<file path="src/ibc_regs.svh">
// Bit positions, reset values and timing counts of the bus condition control block
`ifndef IBC_REGS_SVH
`define IBC_REGS_SVH

`define IBC_CTL0_RESET 8'h00
`define IBC_BIT_ENABLE 7
`define IBC_BIT_EXIT 6
`define IBC_BIT_RELEASE 5
`define IBC_BIT_STOP_IRQ 4
`define IBC_BIT_STRETCH 3
`define IBC_BIT_ACK 2
`define IBC_BIT_START 1
`define IBC_BIT_STOP 0
`define IBC_CTL0_STORED 8'h9c

`define IBC_CLK_NS 40
`define IBC_SCL_HALF_NS 5000
`define IBC_HALF_CYC ((`IBC_SCL_HALF_NS + `IBC_CLK_NS - 1) / `IBC_CLK_NS)

`define IBC_FALL_DATA 4'h8
`define IBC_FALL_ACK 4'h9
`define IBC_EXT_CODE 5'h1e

`endif

</file>
<file path="src/ibc_pkg.sv">
// Types shared by the bus condition control modules
`default_nettype none

package ibc_pkg;

  typedef logic [7:0] ibc_byte_type;

  typedef logic [6:0] ibc_addr_type;

  typedef enum logic [2:0] {
    M_IDLE    = 3'h0,
    M_START   = 3'h1,
    M_LOW     = 3'h3,
    M_HIGH    = 3'h2,
    M_STRETCH = 3'h6,
    M_STOP_L  = 3'h7,
    M_STOP_H  = 3'h5,
    M_RESTART = 3'h4
  } ibc_mstate_type;

endpackage

`default_nettype wire

</file>
<file path="src/ibc_line_if.sv">
// Synchronised bus line levels and detected events, passed from sensing to control
`default_nettype none

interface ibc_line_if;
  logic scl_s;
  logic sda_s;
  logic scl_rise;
  logic scl_fall;
  logic start_det;
  logic stop_det;

  modport sense (
    output scl_s,
    output sda_s,
    output scl_rise,
    output scl_fall,
    output start_det,
    output stop_det
  );

  modport ctrl (
    input scl_s,
    input sda_s,
    input scl_rise,
    input scl_fall,
    input start_det,
    input stop_det
  );
endinterface

`default_nettype wire

</file>
<file path="src/ibc_bus_ctrl.sv">
// Control register and bus condition logic: stretching, acknowledge, start and stop
//
// Function
// - Stop detected with stop interrupt enabled raises the interrupt; disabled raises none.
// - Address match wakeup set suppresses the stop interrupt entirely.
// - Stretch timing 0: interrupt at 8th falling edge; master holds clock after 8.
// - Stretch timing 1: interrupt at 9th falling edge; master holds clock after 9.
// - Slave pulls clock low after 8 or 9 received pulses per stretch timing.
// - Address transfer interrupts at 9th fall, except an extension code at 8th; stretch timing applies afterwards.
// - Master stretches at the 9th falling edge of address transfer.
// - Addressed slave acknowledges first, then stretches at the 9th falling edge.
// - Slave receiving an extension code stretches at the 8th falling edge.
// - Acknowledge enable drives data low during the 9th clock; otherwise no acknowledge.
// - Start trigger on a free bus generates a start and makes us master.
// - Start trigger on a busy bus with reservation enabled waits, then starts.
// - Start trigger on a busy bus with reservation disabled is cleared, flag set.
// - Start trigger during master stretch releases it and makes a repeated start.
// - Start trigger clears on refusal, arbitration loss, start, exit, disable, reset.
// - Stop trigger set generates a stop and ends master transfer; zero does nothing.
// - Start trigger bit always reads as zero.
// - Acknowledge enable ignored in address transfer; matched slave always acknowledges.
`default_nettype none

`include "ibc_regs.svh"

module ibc_bus_ctrl #(
  parameter int HALF_CYC = `IBC_HALF_CYC
) (
  input wire logic ref_clk,
  input wire logic rst_n,
  input wire logic reg_wr_en,
  input wire ibc_pkg::ibc_byte_type reg_wdata,
  output ibc_pkg::ibc_byte_type reg_rdata,
  input wire ibc_pkg::ibc_addr_type own_address,
  input wire logic addr_match_wakeup,
  input wire logic reservation_disable,
  input wire logic scl_in,
  input wire logic sda_in,
  output logic scl_out,
  output logic scl_oe,
  output logic sda_out,
  output logic sda_oe,
  output logic irq,
  output logic bus_busy_flag,
  output logic start_clear_flag,
  output logic master_state
);
  import ibc_pkg::*;

  localparam logic [15:0] HALF_LAST = 16'(HALF_CYC - 1);

  // The synchronisers add two cycles of latency, so a half period must outlast them
  if (HALF_CYC < 8 || HALF_CYC > 65535) begin : g_check
    $error("HALF_CYC out of range");
  end

  ibc_line_if line ();

  ibc_line_sense u_sense (
    .ref_clk(ref_clk),
    .rst_n(rst_n),
    .scl_in(scl_in),
    .sda_in(sda_in),
    .line(line.sense)
  );

  ibc_byte_type bus_control_zero_q;
  ibc_mstate_type m_state_q;
  logic [15:0] half_cnt_q;
  logic start_trigger_q;
  logic stop_trigger_q;
  logic start_clear_q;
  logic busy_q;
  logic master_q;
  logic [3:0] cnt_q;
  logic skip_q;
  logic addr_phase_q;
  ibc_byte_type shift_q;
  logic addressed_q;
  logic ext_q;
  logic ack_q;
  logic slv_hold_q;
  logic scl_oe_q;
  logic sda_oe_q;
  logic irq_q;
  logic pin_low_q;
  ibc_byte_type rdata_q;

  logic op_en;
  logic stop_irq_enable;
  logic stretch_timing_select;
  logic ack_enable;
  logic wr_start;
  logic wr_stop;
  logic exit_req;
  logic release_req;
  logic refuse;
  logic go_start;
  logic arb_lost;
  logic enter_start;
  logic stop_go;
  logic half_done;
  logic fall_ok;
  logic [3:0] n;
  logic addr_match;
  logic ext_match;
  logic slave_hit_now;
  logic irq_point;
  logic ext_point;
  logic stretch_evt;
  logic scl_oe_d;
  logic sda_oe_d;

  ////////////////////////////////////////////////////////////////////////////
  // Register decode
  assign op_en = bus_control_zero_q[`IBC_BIT_ENABLE];
  assign stop_irq_enable = bus_control_zero_q[`IBC_BIT_STOP_IRQ];
  assign stretch_timing_select = bus_control_zero_q[`IBC_BIT_STRETCH];
  assign ack_enable = bus_control_zero_q[`IBC_BIT_ACK];

  // Action bits are ignored while operation is off
  assign wr_start = reg_wr_en & reg_wdata[`IBC_BIT_START] & op_en;
  assign wr_stop = reg_wr_en & reg_wdata[`IBC_BIT_STOP] & op_en;
  assign exit_req = reg_wr_en & reg_wdata[`IBC_BIT_EXIT] & op_en;
  assign release_req = reg_wr_en & reg_wdata[`IBC_BIT_RELEASE] & op_en;

  always_ff @(posedge ref_clk or negedge rst_n) begin
    if (!rst_n) begin
      bus_control_zero_q <= `IBC_CTL0_RESET;
    end else if (reg_wr_en) begin
      bus_control_zero_q <= reg_wdata & `IBC_CTL0_STORED;
    end
  end

  // Trigger, exit and release bits are never stored, so they read back as zero
  always_ff @(posedge ref_clk or negedge rst_n) begin
    if (!rst_n) begin
      rdata_q <= `IBC_CTL0_RESET;
    end else begin
      rdata_q <= bus_control_zero_q;
    end
  end

  ////////////////////////////////////////////////////////////////////////////
  // Start and stop trigger handling
  assign refuse = wr_start & busy_q & reservation_disable & (m_state_q != M_STRETCH);
  assign go_start = start_trigger_q & ~busy_q & (m_state_q == M_IDLE);
  // Someone else already holds a line at the moment we would start
  assign arb_lost = go_start & ~(line.scl_s & line.sda_s);
  assign half_done = (half_cnt_q == HALF_LAST);
  assign enter_start = (go_start & ~arb_lost) | ((m_state_q == M_RESTART) & half_done);
  assign stop_go = stop_trigger_q & (m_state_q == M_STRETCH);

  always_ff @(posedge ref_clk or negedge rst_n) begin
    if (!rst_n) begin
      start_trigger_q <= 1'b0;
    end else if (!op_en || exit_req || arb_lost || enter_start || refuse) begin
      start_trigger_q <= 1'b0;
    end else if (wr_start) begin
      start_trigger_q <= 1'b1;
    end
  end

  always_ff @(posedge ref_clk or negedge rst_n) begin
    if (!rst_n) begin
      start_clear_q <= 1'b0;
    end else if (!op_en) begin
      start_clear_q <= 1'b0;
    end else if (refuse) begin
      start_clear_q <= 1'b1;
    end else if (wr_start) begin
      start_clear_q <= 1'b0;
    end
  end

  // A stop request waits for the next master stretch before it acts
  always_ff @(posedge ref_clk or negedge rst_n) begin
    if (!rst_n) begin
      stop_trigger_q <= 1'b0;
    end else if (!op_en || exit_req) begin
      stop_trigger_q <= 1'b0;
    end else if (wr_stop) begin
      stop_trigger_q <= 1'b1;
    end else if (stop_go || line.stop_det) begin
      stop_trigger_q <= 1'b0;
    end
  end

  always_ff @(posedge ref_clk or negedge rst_n) begin
    if (!rst_n) begin
      busy_q <= 1'b0;
    end else if (!op_en) begin
      busy_q <= 1'b0;
    end else if (line.start_det) begin
      busy_q <= 1'b1;
    end else if (line.stop_det) begin
      busy_q <= 1'b0;
    end
  end

  always_ff @(posedge ref_clk or negedge rst_n) begin
    if (!rst_n) begin
      master_q <= 1'b0;
    end else if (!op_en || exit_req || arb_lost || line.stop_det) begin
      master_q <= 1'b0;
    end else if (enter_start) begin
      master_q <= 1'b1;
    end
  end

  ////////////////////////////////////////////////////////////////////////////
  // Master clock generator
  always_ff @(posedge ref_clk or negedge rst_n) begin
    if (!rst_n) begin
      m_state_q <= M_IDLE;
      half_cnt_q <= 16'h0000;
    end else if (!op_en || exit_req || arb_lost) begin
      m_state_q <= M_IDLE;
      half_cnt_q <= 16'h0000;
    end else begin
      unique case (m_state_q)
        M_IDLE: begin
          half_cnt_q <= 16'h0000;
          if (go_start) begin
            m_state_q <= M_START;
          end
        end
        M_START: begin
          half_cnt_q <= half_done ? 16'h0000 : half_cnt_q + 16'h0001;
          if (half_done) begin
            m_state_q <= M_LOW;
          end
        end
        M_LOW: begin
          half_cnt_q <= half_done ? 16'h0000 : half_cnt_q + 16'h0001;
          if (stretch_evt) begin
            m_state_q <= M_STRETCH;
          end else if (half_done) begin
            m_state_q <= M_HIGH;
          end
        end
        M_HIGH: begin
          // The high half only counts once the line is seen high, so a slave may stretch
          if (half_done) begin
            m_state_q <= M_LOW;
            half_cnt_q <= 16'h0000;
          end else if (line.scl_s) begin
            half_cnt_q <= half_cnt_q + 16'h0001;
          end
        end
        M_STRETCH: begin
          half_cnt_q <= 16'h0000;
          if (stop_go) begin
            m_state_q <= M_STOP_L;
          end else if (wr_start) begin
            m_state_q <= M_RESTART;
          end else if (release_req) begin
            m_state_q <= M_LOW;
          end
        end
        M_RESTART: begin
          if (half_done) begin
            m_state_q <= M_START;
            half_cnt_q <= 16'h0000;
          end else if (line.scl_s) begin
            half_cnt_q <= half_cnt_q + 16'h0001;
          end
        end
        M_STOP_L: begin
          half_cnt_q <= half_done ? 16'h0000 : half_cnt_q + 16'h0001;
          if (half_done) begin
            m_state_q <= M_STOP_H;
          end
        end
        M_STOP_H: begin
          if (half_done) begin
            m_state_q <= M_IDLE;
            half_cnt_q <= 16'h0000;
          end else if (line.scl_s) begin
            half_cnt_q <= half_cnt_q + 16'h0001;
          end
        end
      endcase
    end
  end

  ////////////////////////////////////////////////////////////////////////////
  // Clock counting and address recognition, shared by master and slave
  assign n = (cnt_q == `IBC_FALL_ACK) ? 4'h1 : cnt_q + 4'h1;
  assign fall_ok = line.scl_fall & ~skip_q;
  assign addr_match = (shift_q[7:1] == own_address);
  assign ext_match = (shift_q[7:3] == `IBC_EXT_CODE);
  assign slave_hit_now = addr_phase_q & ~master_q & (addr_match | ext_match);

  always_ff @(posedge ref_clk or negedge rst_n) begin
    if (!rst_n) begin
      cnt_q <= 4'h0;
      skip_q <= 1'b0;
      addr_phase_q <= 1'b0;
      shift_q <= 8'h00;
      addressed_q <= 1'b0;
      ext_q <= 1'b0;
    end else if (!op_en || exit_req) begin
      cnt_q <= 4'h0;
      skip_q <= 1'b0;
      addr_phase_q <= 1'b0;
      addressed_q <= 1'b0;
      ext_q <= 1'b0;
    end else if (line.start_det) begin
      // The falling clock that closes a start is not a data clock
      cnt_q <= 4'h0;
      skip_q <= 1'b1;
      addr_phase_q <= 1'b1;
      addressed_q <= 1'b0;
      ext_q <= 1'b0;
    end else if (line.stop_det) begin
      addr_phase_q <= 1'b0;
      addressed_q <= 1'b0;
      ext_q <= 1'b0;
    end else begin
      if (line.scl_rise && cnt_q < `IBC_FALL_DATA) begin
        shift_q <= {shift_q[6:0], line.sda_s};
      end
      if (line.scl_fall && skip_q) begin
        skip_q <= 1'b0;
      end else if (fall_ok) begin
        cnt_q <= n;
        if (n == `IBC_FALL_ACK) begin
          addr_phase_q <= 1'b0;
        end
        if (n == `IBC_FALL_DATA && slave_hit_now) begin
          addressed_q <= 1'b1;
          ext_q <= ext_match;
        end
      end
    end
  end

  ////////////////////////////////////////////////////////////////////////////
  // Interrupt and stretch points
  assign irq_point = fall_ok & (master_q | addressed_q) & ~(addr_phase_q & ext_q) &
                     (((n == `IBC_FALL_DATA) & ~addr_phase_q & ~stretch_timing_select) |
                      ((n == `IBC_FALL_ACK) & (addr_phase_q | stretch_timing_select)));
  assign ext_point = fall_ok & (n == `IBC_FALL_DATA) & slave_hit_now & ext_match;
  assign stretch_evt = irq_point | ext_point;

  always_ff @(posedge ref_clk or negedge rst_n) begin
    if (!rst_n) begin
      irq_q <= 1'b0;
    end else begin
      irq_q <= stretch_evt | (line.stop_det & stop_irq_enable & ~addr_match_wakeup);
    end
  end

  // The slave hold survives a same-cycle release so that a new stretch is not lost
  always_ff @(posedge ref_clk or negedge rst_n) begin
    if (!rst_n) begin
      slv_hold_q <= 1'b0;
    end else if (!op_en || exit_req || line.start_det || line.stop_det) begin
      slv_hold_q <= 1'b0;
    end else if (stretch_evt && !master_q) begin
      slv_hold_q <= 1'b1;
    end else if (release_req) begin
      slv_hold_q <= 1'b0;
    end
  end

  // Acknowledge spans the 9th clock, from the 8th fall to the 9th fall
  always_ff @(posedge ref_clk or negedge rst_n) begin
    if (!rst_n) begin
      ack_q <= 1'b0;
    end else if (!op_en || exit_req || line.start_det || line.stop_det) begin
      ack_q <= 1'b0;
    end else if (fall_ok) begin
      if (n == `IBC_FALL_DATA) begin
        ack_q <= addr_phase_q ? slave_hit_now :
                 (ack_enable & (master_q | addressed_q));
      end else begin
        ack_q <= 1'b0;
      end
    end
  end

  ////////////////////////////////////////////////////////////////////////////
  // Pin drive; the lines are open drain, so only the enables move
  always_comb begin
    scl_oe_d = slv_hold_q;
    sda_oe_d = ack_q;
    unique case (m_state_q)
      M_START: sda_oe_d = 1'b1;
      M_LOW: begin
        scl_oe_d = 1'b1;
        sda_oe_d = ack_q | skip_q;
      end
      M_STRETCH: scl_oe_d = 1'b1;
      // Data is let go first so the rising clock cannot frame a stop
      M_RESTART: scl_oe_d = ~line.sda_s;
      M_STOP_L: begin
        scl_oe_d = 1'b1;
        sda_oe_d = 1'b1;
      end
      M_STOP_H: sda_oe_d = 1'b1;
      M_IDLE, M_HIGH: begin
        scl_oe_d = slv_hold_q;
      end
    endcase
  end

  always_ff @(posedge ref_clk or negedge rst_n) begin
    if (!rst_n) begin
      scl_oe_q <= 1'b0;
      sda_oe_q <= 1'b0;
      pin_low_q <= 1'b0;
    end else begin
      scl_oe_q <= scl_oe_d;
      sda_oe_q <= sda_oe_d;
      pin_low_q <= 1'b0;
    end
  end

  ////////////////////////////////////////////////////////////////////////////
  assign reg_rdata = rdata_q;
  assign scl_out = pin_low_q;
  assign sda_out = pin_low_q;
  assign scl_oe = scl_oe_q;
  assign sda_oe = sda_oe_q;
  assign irq = irq_q;
  assign bus_busy_flag = busy_q;
  assign start_clear_flag = start_clear_q;
  assign master_state = master_q;

endmodule

`default_nettype wire

</file>
<file path="src/ibc_line_sense.sv">
// Two-stage synchronisers and edge, start and stop detection on the bus lines
`default_nettype none

module ibc_line_sense (
  input wire logic ref_clk,
  input wire logic rst_n,
  input wire logic scl_in,
  input wire logic sda_in,
  ibc_line_if.sense line
);

  logic [1:0] scl_sync_q;
  logic [1:0] sda_sync_q;
  logic scl_prev_q;
  logic sda_prev_q;

  ////////////////////////////////////////////////////////////////////////////
  // Idle bus is high, so the synchronisers reset high
  always_ff @(posedge ref_clk or negedge rst_n) begin
    if (!rst_n) begin
      scl_sync_q <= 2'h3;
      sda_sync_q <= 2'h3;
      scl_prev_q <= 1'b1;
      sda_prev_q <= 1'b1;
    end else begin
      scl_sync_q <= {scl_sync_q[0], scl_in};
      sda_sync_q <= {sda_sync_q[0], sda_in};
      scl_prev_q <= scl_sync_q[1];
      sda_prev_q <= sda_sync_q[1];
    end
  end

  ////////////////////////////////////////////////////////////////////////////
  assign line.scl_s = scl_sync_q[1];
  assign line.sda_s = sda_sync_q[1];
  assign line.scl_rise = scl_sync_q[1] & ~scl_prev_q;
  assign line.scl_fall = ~scl_sync_q[1] & scl_prev_q;
  assign line.start_det = scl_sync_q[1] & scl_prev_q & ~sda_sync_q[1] & sda_prev_q;
  assign line.stop_det = scl_sync_q[1] & scl_prev_q & sda_sync_q[1] & ~sda_prev_q;

endmodule

`default_nettype wire

</file>
<file path="config.mk">
export PLATFORM = sky130hd
export DESIGN_NAME = ibc_bus_ctrl
export DESIGN_NICKNAME = d
export VERILOG_FILES = /design/src/ibc_pkg.sv /design/src/ibc_line_if.sv /design/src/ibc_bus_ctrl.sv /design/src/ibc_line_sense.sv
export VERILOG_INCLUDE_DIRS = /design/src
export SDC_FILE = /design/constraint.sdc
export NUM_CORES = 1
export LEC_CHECK = 0
export BUFFER_PORTS_ARGS = -buffer_cell sky130_fd_sc_hd__buf_2
export CAP_MARGIN = 20
export CORE_MARGIN = 4
export CORE_UTILIZATION = 62
export DETAILED_ROUTE_END_ITERATION = 12
export GPL_ROUTABILITY_DRIVEN = 0
export GPL_TIMING_DRIVEN = 0
export PLACE_DENSITY_LB_ADDON = 0.1
export RECOVER_POWER = 50
export SYNTH_ARGS = -nofsm -noshare
export SYNTH_HDL_FRONTEND = slang
export SYNTH_SLANG_ARGS = --single-unit
</file>
<file path="constraint.sdc">
create_clock -name ref_clk -period 5.6 [get_ports ref_clk]
set_input_delay 0.56 -clock ref_clk [delete_from_list [all_inputs] [get_ports ref_clk]]
set_output_delay 0.56 -clock ref_clk [all_outputs]
set_load 0.03 [all_outputs]
</file>
Word-level counts from Yosys, hierarchy flattened --
Index checks and enable logic that the tools add are counted.
Operators by class: add/sub/neg operators 2, order comparisons 1, eq/ne operators 27, muxes and demuxes 67, bitwise logic cells 65, reductions and logical operators 37
Operators with widths (count):
- 16-bit 2-to-1 mux | 4
- 16-bit case mux with 3 select lines | 1
- 1-bit 2-to-1 mux | 42
- 1-bit AND | 41
- 3-bit 2-to-1 mux | 11
- 4-bit 2-to-1 mux | 6
- 3-bit case mux with 7 select lines | 1
- 16-bit by 1-bit adder with 16-bit output, second input constant | 1
- 16-bit by 7-bit == test with 1-bit output, second input constant | 1
- 1-bit NOT | 16
- 3-bit != test, second input constant | 5
- 3-bit == test, second input constant | 4
- 4-bit == test, second input constant | 3
- 3-bit nonzero test | 4
- 4-bit nonzero test | 3
- 3-bit OR reduction | 4
- 3-bit by 2-bit != test with 1-bit output, second input constant | 3
- 3-bit AND reduction | 3
- 1-bit logical OR | 8
- 4-bit != test, second input constant | 2
- 1-bit OR | 8
- 7-bit == test | 1
- 7-bit AND reduction | 1
- 3-bit by 2-bit == test with 1-bit output, second input constant | 2
- 15 further kinds | 24
Storage, ports and cells: register bits 59, input bits 22, output and inout port bits 16, word-level logic and storage cells 223

Logic depth before layout (Yosys ltp) --
Gate-level depths: netlist of run 1.
depth after elaboration 11, depth in mapped cells 9, gate-level depth less buffers 7

Modules after synthesis --
Synthesis of run 1 repeated with hierarchy kept, for this count alone.
Second synthesis, totals: cell total of the unflattened synthesis 295, area total of the unflattened synthesis 3029.2 sq um
Modules (own cells, without submodules):
- ibc_bus_ctrl | instances 1, cells an instance 285, area an instance 2839.0 sq um, sequential area each 1326.3 sq um
- ibc_line_sense | instances 1, cells an instance 10, area an instance 190.2 sq um, sequential area each 157.7 sq um

Worst setup path after synthesis of run 1 --
Ideal clock, no wire load.
kind flip-flop to flip-flop, start register m_state_q[2], end register half_cnt_q[14], library setup time 0.078 ns, data arrival time 2.004 ns, data required time 5.522 ns, path slack 3.518 ns, cell stages (with the launch flop) 7, buffers on the path 1, period minus slack after synthesis 2.082 ns, cell sequence dfrtp_1 -> or3_1 -> o31a_1 -> and3_1 -> buf_6 -> or4_1 -> a21oi_1
Between the ends: cells in the longest elaborated chain, start to end 5, elaborated cells on any way between the ends 17, classes of those cells 8 x eq/ne; 2 x mux; 2 x bitwise; 5 x reduce/logical
Ends and longest elaborated chain:
- start, declared | line ibc_bus_ctrl.sv:68 | ibc_mstate_type m_state_q;
- start signal, assigned | line ibc_bus_ctrl.sv:215 | m_state_q <= M_IDLE;
- start signal, assigned | line ibc_bus_ctrl.sv:218 | m_state_q <= M_IDLE;
- start signal, assigned | line ibc_bus_ctrl.sv:225 | m_state_q <= M_START;
- 3-bit zero test | line ibc_bus_ctrl.sv:147, ibc_bus_ctrl.sv:221
- 1-bit AND | line ibc_bus_ctrl.sv:147 | assign go_start = start_trigger_q & ~busy_q & (m_state_q == M_IDLE);
- 1-bit AND | line ibc_bus_ctrl.sv:149 | assign arb_lost = go_start & ~(line.scl_s & line.sda_s);
- 1-bit logical OR | line ibc_bus_ctrl.sv:217 | end else if (!op_en || exit_req || arb_lost) begin
- 4-bit by 1-bit != test with 1-bit output (no line) / 16-bit 2-to-1 mux (equally long branches)
- end signal, assigned | line ibc_bus_ctrl.sv:229 | half_cnt_q <= half_done ? 16'h0000 : half_cnt_q + 16'h0001;
- end signal, assigned | line ibc_bus_ctrl.sv:235 | half_cnt_q <= half_done ? 16'h0000 : half_cnt_q + 16'h0001;
- end signal, assigned | line ibc_bus_ctrl.sv:248 | half_cnt_q <= half_cnt_q + 16'h0001;
- end, declared | line ibc_bus_ctrl.sv:69 | logic [15:0] half_cnt_q;
Parallel ways exist; a longest one is shown, timed or not. A chain may end at the register's enable or synchronous reset.

==> impl_metrics.ini, run 1 <==
[status]
status = finished with violations
violations = capacitance limit, slew limit

[global_route]
antenna_found_initial = 0
grtUsageTotal = 0.2354
gr-total-overflow = 0
grt_start_max_net_pins = 32
grt_pass1_wl_um = 11450
grt_pass1_vias = 2425

[clocking]
cts_hold_buf = 0
clk_pin_slew_ps = 70
cts_buffers = 9
clock_latency_ps = 340
cts_sinks = 59
htreeDepth = 3
post_cts_resized = 0
clockRootBuffer = clkbuf_8
cts_tree = built
clk_path_buf_depth = 2
post_cts_buffers = 0

[die]
coreArea_um2 = 4817
die_width_um = 79.10
dieArea_um2 = 6257
rows = 25
pin_count = 38
chipHeight_um = 79.10
initial_core_util = 0.6506

[synthesis]
netlist.area_leader.share = 0.4232
syn_area_um2 = 3134
synth-async-reset-ratio = 1.000
synth_cell_types = 59
synthFlopType = dfrtp_1
synth_edf_count = 0
avgSynthCellArea_um2 = 10.01
synthCells = 313
seq_area_frac_synth = 0.4735
ys_ff_latch = 59
yosys_warnings = 0
yosysTopAreaCell = dfrtp_1
synth.area.top_cells = dfrtp_1 (42%), dfstp_2 (5.0%), mux2_2 (4.3%), a21oi_1 (3.0%), xnor2_1 (2.8%)

[worst_setup_path]
path_class = input port to async pin
worstSetupEndpointType = async pin
cp_common_cell = clkbuf_1
crit_required_ps = 5770
crit_chain = clkbuf_1 > clkbuf_1
arrival_ps = 2850
reg2reg_from = m_state_q[0]
start_kind = input port
cp_slowest_cell = clkbuf_1
slowest_delay_ps = 1230
crit_family = buffers and inverters
crit_buf_inv = 2
reg2reg_slack_ps = 3230
cp-startpoint = rst_n
crit_path_max_fanout = 31
r2r-end = half_cnt_q[3]
r2r_cells = 8

[final_layout]
n_antenna_cell = 0
drive_above_1_share = 0.2186
fin_util = 0.7465
nets = 388
area_delta_synth_final_pct = 14.73

[route]
routedWlPerCell_um = 15.34
first_pass_iters = 5
via_count = 2583
first_iter_violations = 146
routed_via_density = 5.965
route.detailed.drc = 0
wl_um = 6644
ant_nets = 0

[sta]
setup_violations = 0
clock_skew_ps = 6.725
fin_hold_ws_ps = 307.5
min_period_ps = 2678
fin_crit_sh = 0.4782
tightestPinTransition_ps = 1586
fmax_mhz = 373.4
slew_violations = 32
tns_ps = 0
hold_viol = 0
rsz0062_at_grt = no
slew_headroom = -0.05732

[pwr]
p_leak_nw = 1.586
max-vdd-ir-drop_v = 0.0002608
power_mw = 1.053
p_per_area_nw_per_um2 = 292.9

[placed_design]
io_buffers = 31
hpwl_um = 4741

[min_path]
hold_end = u_sense.sda_sync_q[0]
hold_start = sda_in
worstHoldPathCells = 1
hp-class = input port to flop

[flow_run]
cap_violations = 1
==> registers in the layout (all words and copies together), names as in the netlist, 2 cells and up <==
signal              flops
bus_control_zero_q      4
half_cnt_q             16
reg_rdata               4
u_sense.sda_sync_q      2
shift_q                 8
u_sense.scl_sync_q      2
m_state_q               3
cnt_q                   4
==> placed cells by master (no fill, tap or decap), types with 5 or more instances in the layout <==
cell,count
dfrtp_1,53
buf_2,32
nand2_1,22
a21oi_1,19
nor2_1,18
nand3_1,13
mux2_2,12
inv_1,11
clkbuf_1,11
xnor2_1,10
o21ai_0,10
clkbuf_8,9
nor2b_1,8
nor3_1,8
nand4_1,6
buf_4,6
conb_1,6
and4_1,5
o31ai_1,5
and3_1,5
a311oi_1,5
ha_1,5
dfstp_2,5
==> cell usage after synthesis, types with 2 or more instances <==
cell / number
dfrtp_1: 53
nand2_1: 22
a21oi_1: 19
nor2_1: 18
nand3_1: 13
mux2_2: 12
inv_1: 11
o21ai_0: 10
xnor2_1: 10
clkbuf_1: 9
nor2b_1: 8
nor3_1: 8
buf_4: 6
dfstp_2: 6
nand4_1: 6
a311oi_1: 5
and3_1: 5
and4_1: 5
ha_1: 5
o31ai_1: 5
a22o_1: 4
a31oi_1: 4
nor4_1: 4
or3_1: 4
or4_1: 4
xor2_1: 4
a211oi_1: 3
a21o_1: 3
a31o_2: 3
and2_1: 3
nand2b_1: 3
nor3b_1: 3
a22oi_1: 2
buf_2: 2
nand3b_1: 2
o211a_1: 2
o211ai_1: 2
o21bai_1: 2
o2bb2a_1: 2
o32a_1: 2
==> report_power, final <==
part | internal, mW | switching [mW] | leakage (nW)
logic | 0.0721 | 0.0935 | 0.712
registers | 0.464 | 0.0318 | 0.774
clock network | 0.208 | 0.184 | 0.0998
==> how the worst max path moves through the flow <==
stage | endpoint | slack (ps) | cells past startpoint
6_report | half_cnt_q[5] | 2920 | 2
5_1_grt | half_cnt_q[4] | 2240 | 2
4_1_cts | m_state_q[2] | 3280 | 7
3_5_place_dp | half_cnt_q[10] | 3200 | 6
3_3_place_gp | half_cnt_q[10] | 3240 | 6
2_1_floorplan | half_cnt_q[14] | 3520 | 6
==> logic make-up (layout without fill, tap and decap cells) <==
logic type	after synthesis	after routing	synth area share
AND/OR/NAND/NOR	113	113	0.1992
XOR/XNOR	14	14	0.03912
AO/OA/AOI/OAI	79	79	0.1776
other	1	6	0.001196
multiplexers	12	12	0.04311
buffers and inverters	30	78	0.04630
flip-flops	59	59	0.4735
adder cells (fa/ha/maj)	5	5	0.01996
==> layout make-up <==
| cell class | instances | area [um2] |
|---|---|---|
| fillers | 375 | 1221 |
| well taps | 67 | 83.83 |
| inverters | 11 | 41.29 |
| flip-flops and latches | 59 | 1484 |
| multi-input cells | 229 | 1524 |
| clock buffers | 9 | 123.9 |
| repair buffers | 32 | 157.7 |
| clock inverters | 7 | 77.57 |
| plain buffers | 19 | 103.9 |
==> per-layer routing <==
layer,track usage,vias to the layer above,share of wire
met5,0,-,0
met1,0.3246,1220,0.46
met3,0.05896,16,0.059
met2,0.3561,102,0.45
li1,-,1245,-
met4,0.09622,0,0.021
==> stage by stage <==
step / setup WS, ps / instances / area (um2)
floorplan: 3518 / 318 / 3153
global placement: 3242 / 416 / 3392
detailed placement: 3203 / 417 / 3412
CTS: 3276 / 433 / 3613
global route: 2238 / 433 / 3596
finish: 2922 / 433 / 3596
No activity file was read; power rests on OpenSTA's default activity.
==> run 2, diff against run 1 <==
--- a/config.mk
+++ b/config.mk
@@ -9,7 +9,7 @@
 export BUFFER_PORTS_ARGS = -buffer_cell sky130_fd_sc_hd__buf_2
 export CAP_MARGIN = 20
 export CORE_MARGIN = 4
-export CORE_UTILIZATION = 62
+export CORE_UTILIZATION = 52
 export DETAILED_ROUTE_END_ITERATION = 12
 export GPL_ROUTABILITY_DRIVEN = 0
 export GPL_TIMING_DRIVEN = 0
==> constraint.sdc (replaced) <==
create_clock -name ref_clk -period 2.3 [get_ports ref_clk]
set_input_delay 0.23 -clock ref_clk [delete_from_list [all_inputs] [get_ports ref_clk]]
set_output_delay 0.23 -clock ref_clk [all_outputs]
set_load 0.03 [all_outputs]
==> run 2 against run 1 <==
Critical path type is now flop to flop; core utilization fell by 11 points; clock power increased by 150%; non-clock buffer count rose by 12; count of clock-buffer cells in the layout up 3; clock skew is 2.1 ps higher; register-to-register slack lost 3100 ps; final area rose by 4.6%; via count increased by 2.3%; setup slack got worse by 2800 ps; die area increased by 17%; highest routed layer unchanged; the run now ends clean; global-route usage is 3.3 points lower; combinational power grew to 2.5 times the previous value.
==> impl_metrics.ini, run 2 (synthesis gave the netlist of run 1 again) <==
[clocking]
clk_pin_slew_ps = 70
htreeDepth = 3
cts_tree = built
clk_path_buf_depth = 2
clock_latency_ps = 340
clockRootBuffer = clkbuf_8
cts_buffers = 9
cts_sinks = 59

[sta]
setup_violations = 0
clock_skew_ps = 8.781
fmax_mhz = 454.2
hold_viol = 0
slew_violations = 0
min_period_ps = 2202
tightestPinTransition_ps = 820.6
tns_ps = 0
rsz0062_at_grt = no
fin_crit_sh = 0.9572
slew_headroom = 0.4530

[final_layout]
top_regs = half_cnt_q: 16 flops, shift_q: 8 flops
final_common_cell = dfrtp_1
final_cell_mix = dfrtp_1 (52), nand2_1 (22), buf_2 (22)
regArea_um2 = 1485
drive_above_1_share = 0.2328
n_antenna_cell = 0
largest_reg_flops = 16
regMostFlops = half_cnt_q
fin_area_um2 = 3760
nets = 400
fin_util = 0.6388
multi_input_area_um2 = 1583
area_delta_synth_final_pct = 19.96
num-fill-cells = 499
final_cells = 453

[placed_design]
place_area_um2 = 3422
placed_cells = 425
io_buffers = 31
hpwl_um = 4889

[worst_setup_path]
start_kind = flop
path_class = flop to flop
crit_buf_inv = 1
crit_path_max_fanout = 8
slowest_delay_ps = 500
crit_required_ps = 2560
cp_slowest_cell = or4_1
arrival_ps = 2460
worstSetupEndpointType = flop
crit_chain = or3_4 > o31a_1 > and3_1 > buf_6 > or4_1 > a21oi_1
crit_family = simple AND/OR/NAND/NOR gates

[global_route]
gr-total-overflow = 0
grt_start_max_net_pins = 34
antenna_found_initial = 0
grt_pass1_wl_um = 11830
grtUsageTotal = 0.2024
grt_pass1_vias = 2565

[route]
wl_um = 6933
routed_via_density = 5.834
routedWlPerCell_um = 15.30
route.detailed.drc = 0
first_pass_iters = 4
first_iter_violations = 169
via_count = 2643
ant_nets = 0

[status]
status = finished, final reports clean

[die]
pin_count = 38
die_width_um = 85.64
initial_core_util = 0.5325
chipHeight_um = 85.64
dieArea_um2 = 7333
rows = 28
coreArea_um2 = 5886

[flow_run]
cap_violations = 0

[min_path]
hp-class = input port to flop

[pwr]
power_mw = 2.597
p_leak_nw = 1.621
p_switching_mw = 0.7220
clkPwrFrac = 0.374
p_per_area_nw_per_um2 = 690.6
switching_share = 0.2781
p_seq_frac = 0.465
max-vdd-ir-drop_v = 0.0003594
combPwrFrac = 0.161
p_int_mw = 1.875
-- run 2: cell count changes in the layout (fill, tap and decap cells not counted), moves of 3 or more --
cell,change
dlygate4sd3_1,+3
buf_2,-10
clkbuf_2,+4
clkinv_4,-3
clkbuf_1,+8
buf_4,+9
-- run 2: timing repair --
item,in CTS,in global routing
buffers inserted,0,9
hold buffers,3,0
resized for setup,4,10
hold endpoints to repair,34,0
endpoints found under the setup margin,8,17
pin swaps,0,2
-- run 2: metrics by stage --
| step | setup WS (ps) | hold WS, ps |
|---|---|---|
| after floorplan | 218.3 | -65.59 |
| after global placement | -33.92 | 335.6 |
| after detailed placement | -28.02 | 336.2 |
| after CTS | 16.73 | 77.49 |
| after global routing | 5.743 | 100.3 |
| final | 98.49 | 93.01 |
-- run 2: layer usage --
metal	part of all wire	up-vias	GRT usage
met5	0	-	0
met4	0.023	0	0.1036
met3	0.060	18	0.03170
met2	0.46	82	0.3206
met1	0.46	1274	0.2691
li1	-	1269	-
-- run 2: worst register-to-register path, stage by stage, from the launching register on --
cell	delay, ps
dfrtp_2	430
or3_4	420
o31a_1	330
and3_1	160
buf_6	130
or4_1	500
a21oi_1	150
-- run 2: area by class of cell --
type	instances	area share
Tap cell	75	0.02496
Inverter	11	0.01098
Clock inverter	4	0.01331
Timing Repair Buffer	44	0.06489
Sequential cell	59	0.3950
Multi-Input combinational cell	229	0.4210
Buffer	19	0.02862
Clock buffer	12	0.04126
-- run 2: power groups by stage --
stage	registers (mW)	clock network [mW]	logic, mW
after global placement	1.22	0	0.393
final	1.21	0.971	0.419
after global routing	1.22	1.04	0.464
after detailed placement	1.23	0	0.405
after floorplan	1.23	0	0.266
after CTS	1.21	0.996	0.416
-- run 2: path summary, 6_finish.rpt --
kind / start / end / slack, ps / cells after the start
worst max-delay path: m_state_q[2] / half_cnt_q[9] / 100 / 6
worst max register to register: m_state_q[2] / half_cnt_q[9] / 100 / 6
worst min register to register: u_sense.sda_sync_q[0] / u_sense.sda_sync_q[1] / 360 / 0
max in group asynchronous: rst_n / half_cnt_q[12] / 640 / 3
worst min-delay path: addr_match_wakeup / irq / 90 / 2
min in group asynchronous: rst_n / reg_rdata[3] / 520 / 2
==> run 3, diff against run 2 <==
--- a/config.mk
+++ b/config.mk
@@ -13,7 +13,7 @@
 export DETAILED_ROUTE_END_ITERATION = 12
 export GPL_ROUTABILITY_DRIVEN = 0
 export GPL_TIMING_DRIVEN = 0
-export PLACE_DENSITY_LB_ADDON = 0.1
+export PLACE_DENSITY_LB_ADDON = 0.25
 export RECOVER_POWER = 50
 export SYNTH_ARGS = -nofsm -noshare
 export SYNTH_HDL_FRONTEND = slang
==> run 3 against run 2 <==
The run now ends with capacitance limit, slew limit left; core utilization fell by 0.15 points; clock power rose by 11%; die area did not move; final cell count fell by 1.1%; count of clock-buffer cells in the layout did not move; sequential cell count did not move; setup slack got worse by 53 ps; hold slack improved by 1.2 ps; wire length rose by 2.7%; global-route usage fell by 0.39 points; critical path type unchanged.
==> impl_metrics.ini, run 3 (synthesis gave the netlist of run 1 again) <==
[clocking]
cts_buffers = 9
clockRootBuffer = clkbuf_8
clock_latency_ps = 340
clk_path_buf_depth = 2
htreeDepth = 3
cts_sinks = 59
cts_tree = built
clk_pin_slew_ps = 70

[route]
route.detailed.drc = 0
routed.top_layer = met4
routed_via_density = 6.022
drt-met1-wl_um = 3119
first_pass_iters = 5
wl_met3_um = 450
via_count = 2698
first_iter_violations = 172
route.met2.wl_um = 3431
ant_nets = 0
routedWlPerCell_um = 15.89
wl_um = 7118

[min_path]
hp-class = input port to flop

[worst_setup_path]
crit_buf_inv = 1
start_kind = flop
path_class = flop to flop
cp_slowest_cell = or4_1
worstSetupEndpointType = flop
arrival_ps = 2520
crit_path_max_fanout = 8
crit_family = simple AND/OR/NAND/NOR gates
crit_required_ps = 2570
crit_chain = or3_4 > o31a_1 > and3_1 > buf_6 > or4_1 > a21oi_1
slowest_delay_ps = 490

[sta]
setup_violations = 0
fmax_mhz = 443.6
slew_violations = 29
tns_ps = 0
clock_skew_ps = 10.79
fin_crit_sh = 0.9802
tightestPinTransition_ps = 1622
worst_slack_ps = 45.58
fin_hold_ws_ps = 94.20
min_period_ps = 2254
hold_viol = 0
slew_headroom = -0.08119

[final_layout]
largest_reg_flops = 16
final_cell_mix = dfrtp_1 (53), buf_2 (24), nand2_1 (22)
top_regs = half_cnt_q: 16 flops, shift_q: 8 flops
fin_area_um2 = 3751
n_antenna_cell = 0
final_common_cell = dfrtp_1
regMostFlops = half_cnt_q
drive_above_1_share = 0.2279
nets = 395
area_delta_synth_final_pct = 19.68

[die]
chipHeight_um = 85.64
pin_count = 38
coreArea_um2 = 5886
rows = 28
dieArea_um2 = 7333
die_width_um = 85.64
initial_core_util = 0.5325

[flow_run]
cap_violations = 1

[pwr]
max-vdd-ir-drop_v = 0.0004488
p_per_area_nw_per_um2 = 722.4
p_leak_nw = 1.625

[status]
status = finished with violations
violations = capacitance limit, slew limit

[placed_design]
pre_cts_ws_ps = -10.63
hpwl_um = 4920
io_buffers = 31
place_area_um2 = 3422

[global_route]
grt_pass1_wl_um = 11610
grt_start_max_net_pins = 32
grt_pass1_vias = 2426
grtUsageTotal = 0.1985
gr-total-overflow = 0
antenna_found_initial = 0
[run 3: what timing repair did]
action,4_1_cts,5_1_grt
buffers inserted,0,4
pin swaps,0,3
resized for setup,3,11
endpoints found under the setup margin,5,16
endpoints found under the hold margin,30,0
hold buffers,3,0
[run 3: worst paths after layout]
check,startpoint,to,slack (ps),cells past startpoint
worst max-delay path,m_state_q[2],half_cnt_q[14],50,6
worst min-delay path,addr_match_wakeup,irq,90,2
worst max register to register,m_state_q[2],half_cnt_q[14],50,6
worst min register to register,u_sense.scl_sync_q[0],u_sense.scl_sync_q[1],360,0
max in group asynchronous,rst_n,m_state_q[0],510,2
min in group asynchronous,rst_n,bus_control_zero_q[3],840,2
[run 3: worst reg2reg max path: cells and delay by family, from the launching register on]
family / cells / cell delay (ps)
AOI/OAI and AO/OA: 2 / 490
buffers and inverters: 1 / 130
DFF: 1 / 460
and+or+nand+nor: 3 / 1110
[run 3: metal layers]
layer,track usage,up-vias
met5,0,-
met4,0.08345,0
met3,0.03170,14
met2,0.3157,117
met1,0.2705,1310
li1,-,1257
[run 3: report_power, final]
group / switching (mW) / internal (mW)
logic: 0.233 / 0.189
clock network: 0.412 / 0.668
registers: 0.0777 / 1.13
[run 3: stage by stage]
stage	power [mW]	cells	util
6_report	2.710	448	0.6373
5_1_grt	2.840	448	0.6373
2_1_floorplan	1.498	318	-
4_1_cts	2.714	444	0.6269
3_3_place_gp	1.612	424	0.5780
3_5_place_dp	1.629	425	0.5814
[run 3: layout make-up]
| cell class | instances | area (um2) |
|---|---|---|
| clock inverter | 4 | 72.57 |
| inverter | 11 | 41.29 |
| buffer | 19 | 108.9 |
| tap | 75 | 93.84 |
| sequential | 59 | 1484 |
| multi-input combinational | 229 | 1573 |
| clock buffer | 12 | 155.1 |
| fill | 490 | 2135 |
| timing repair buffer | 39 | 222.7 |
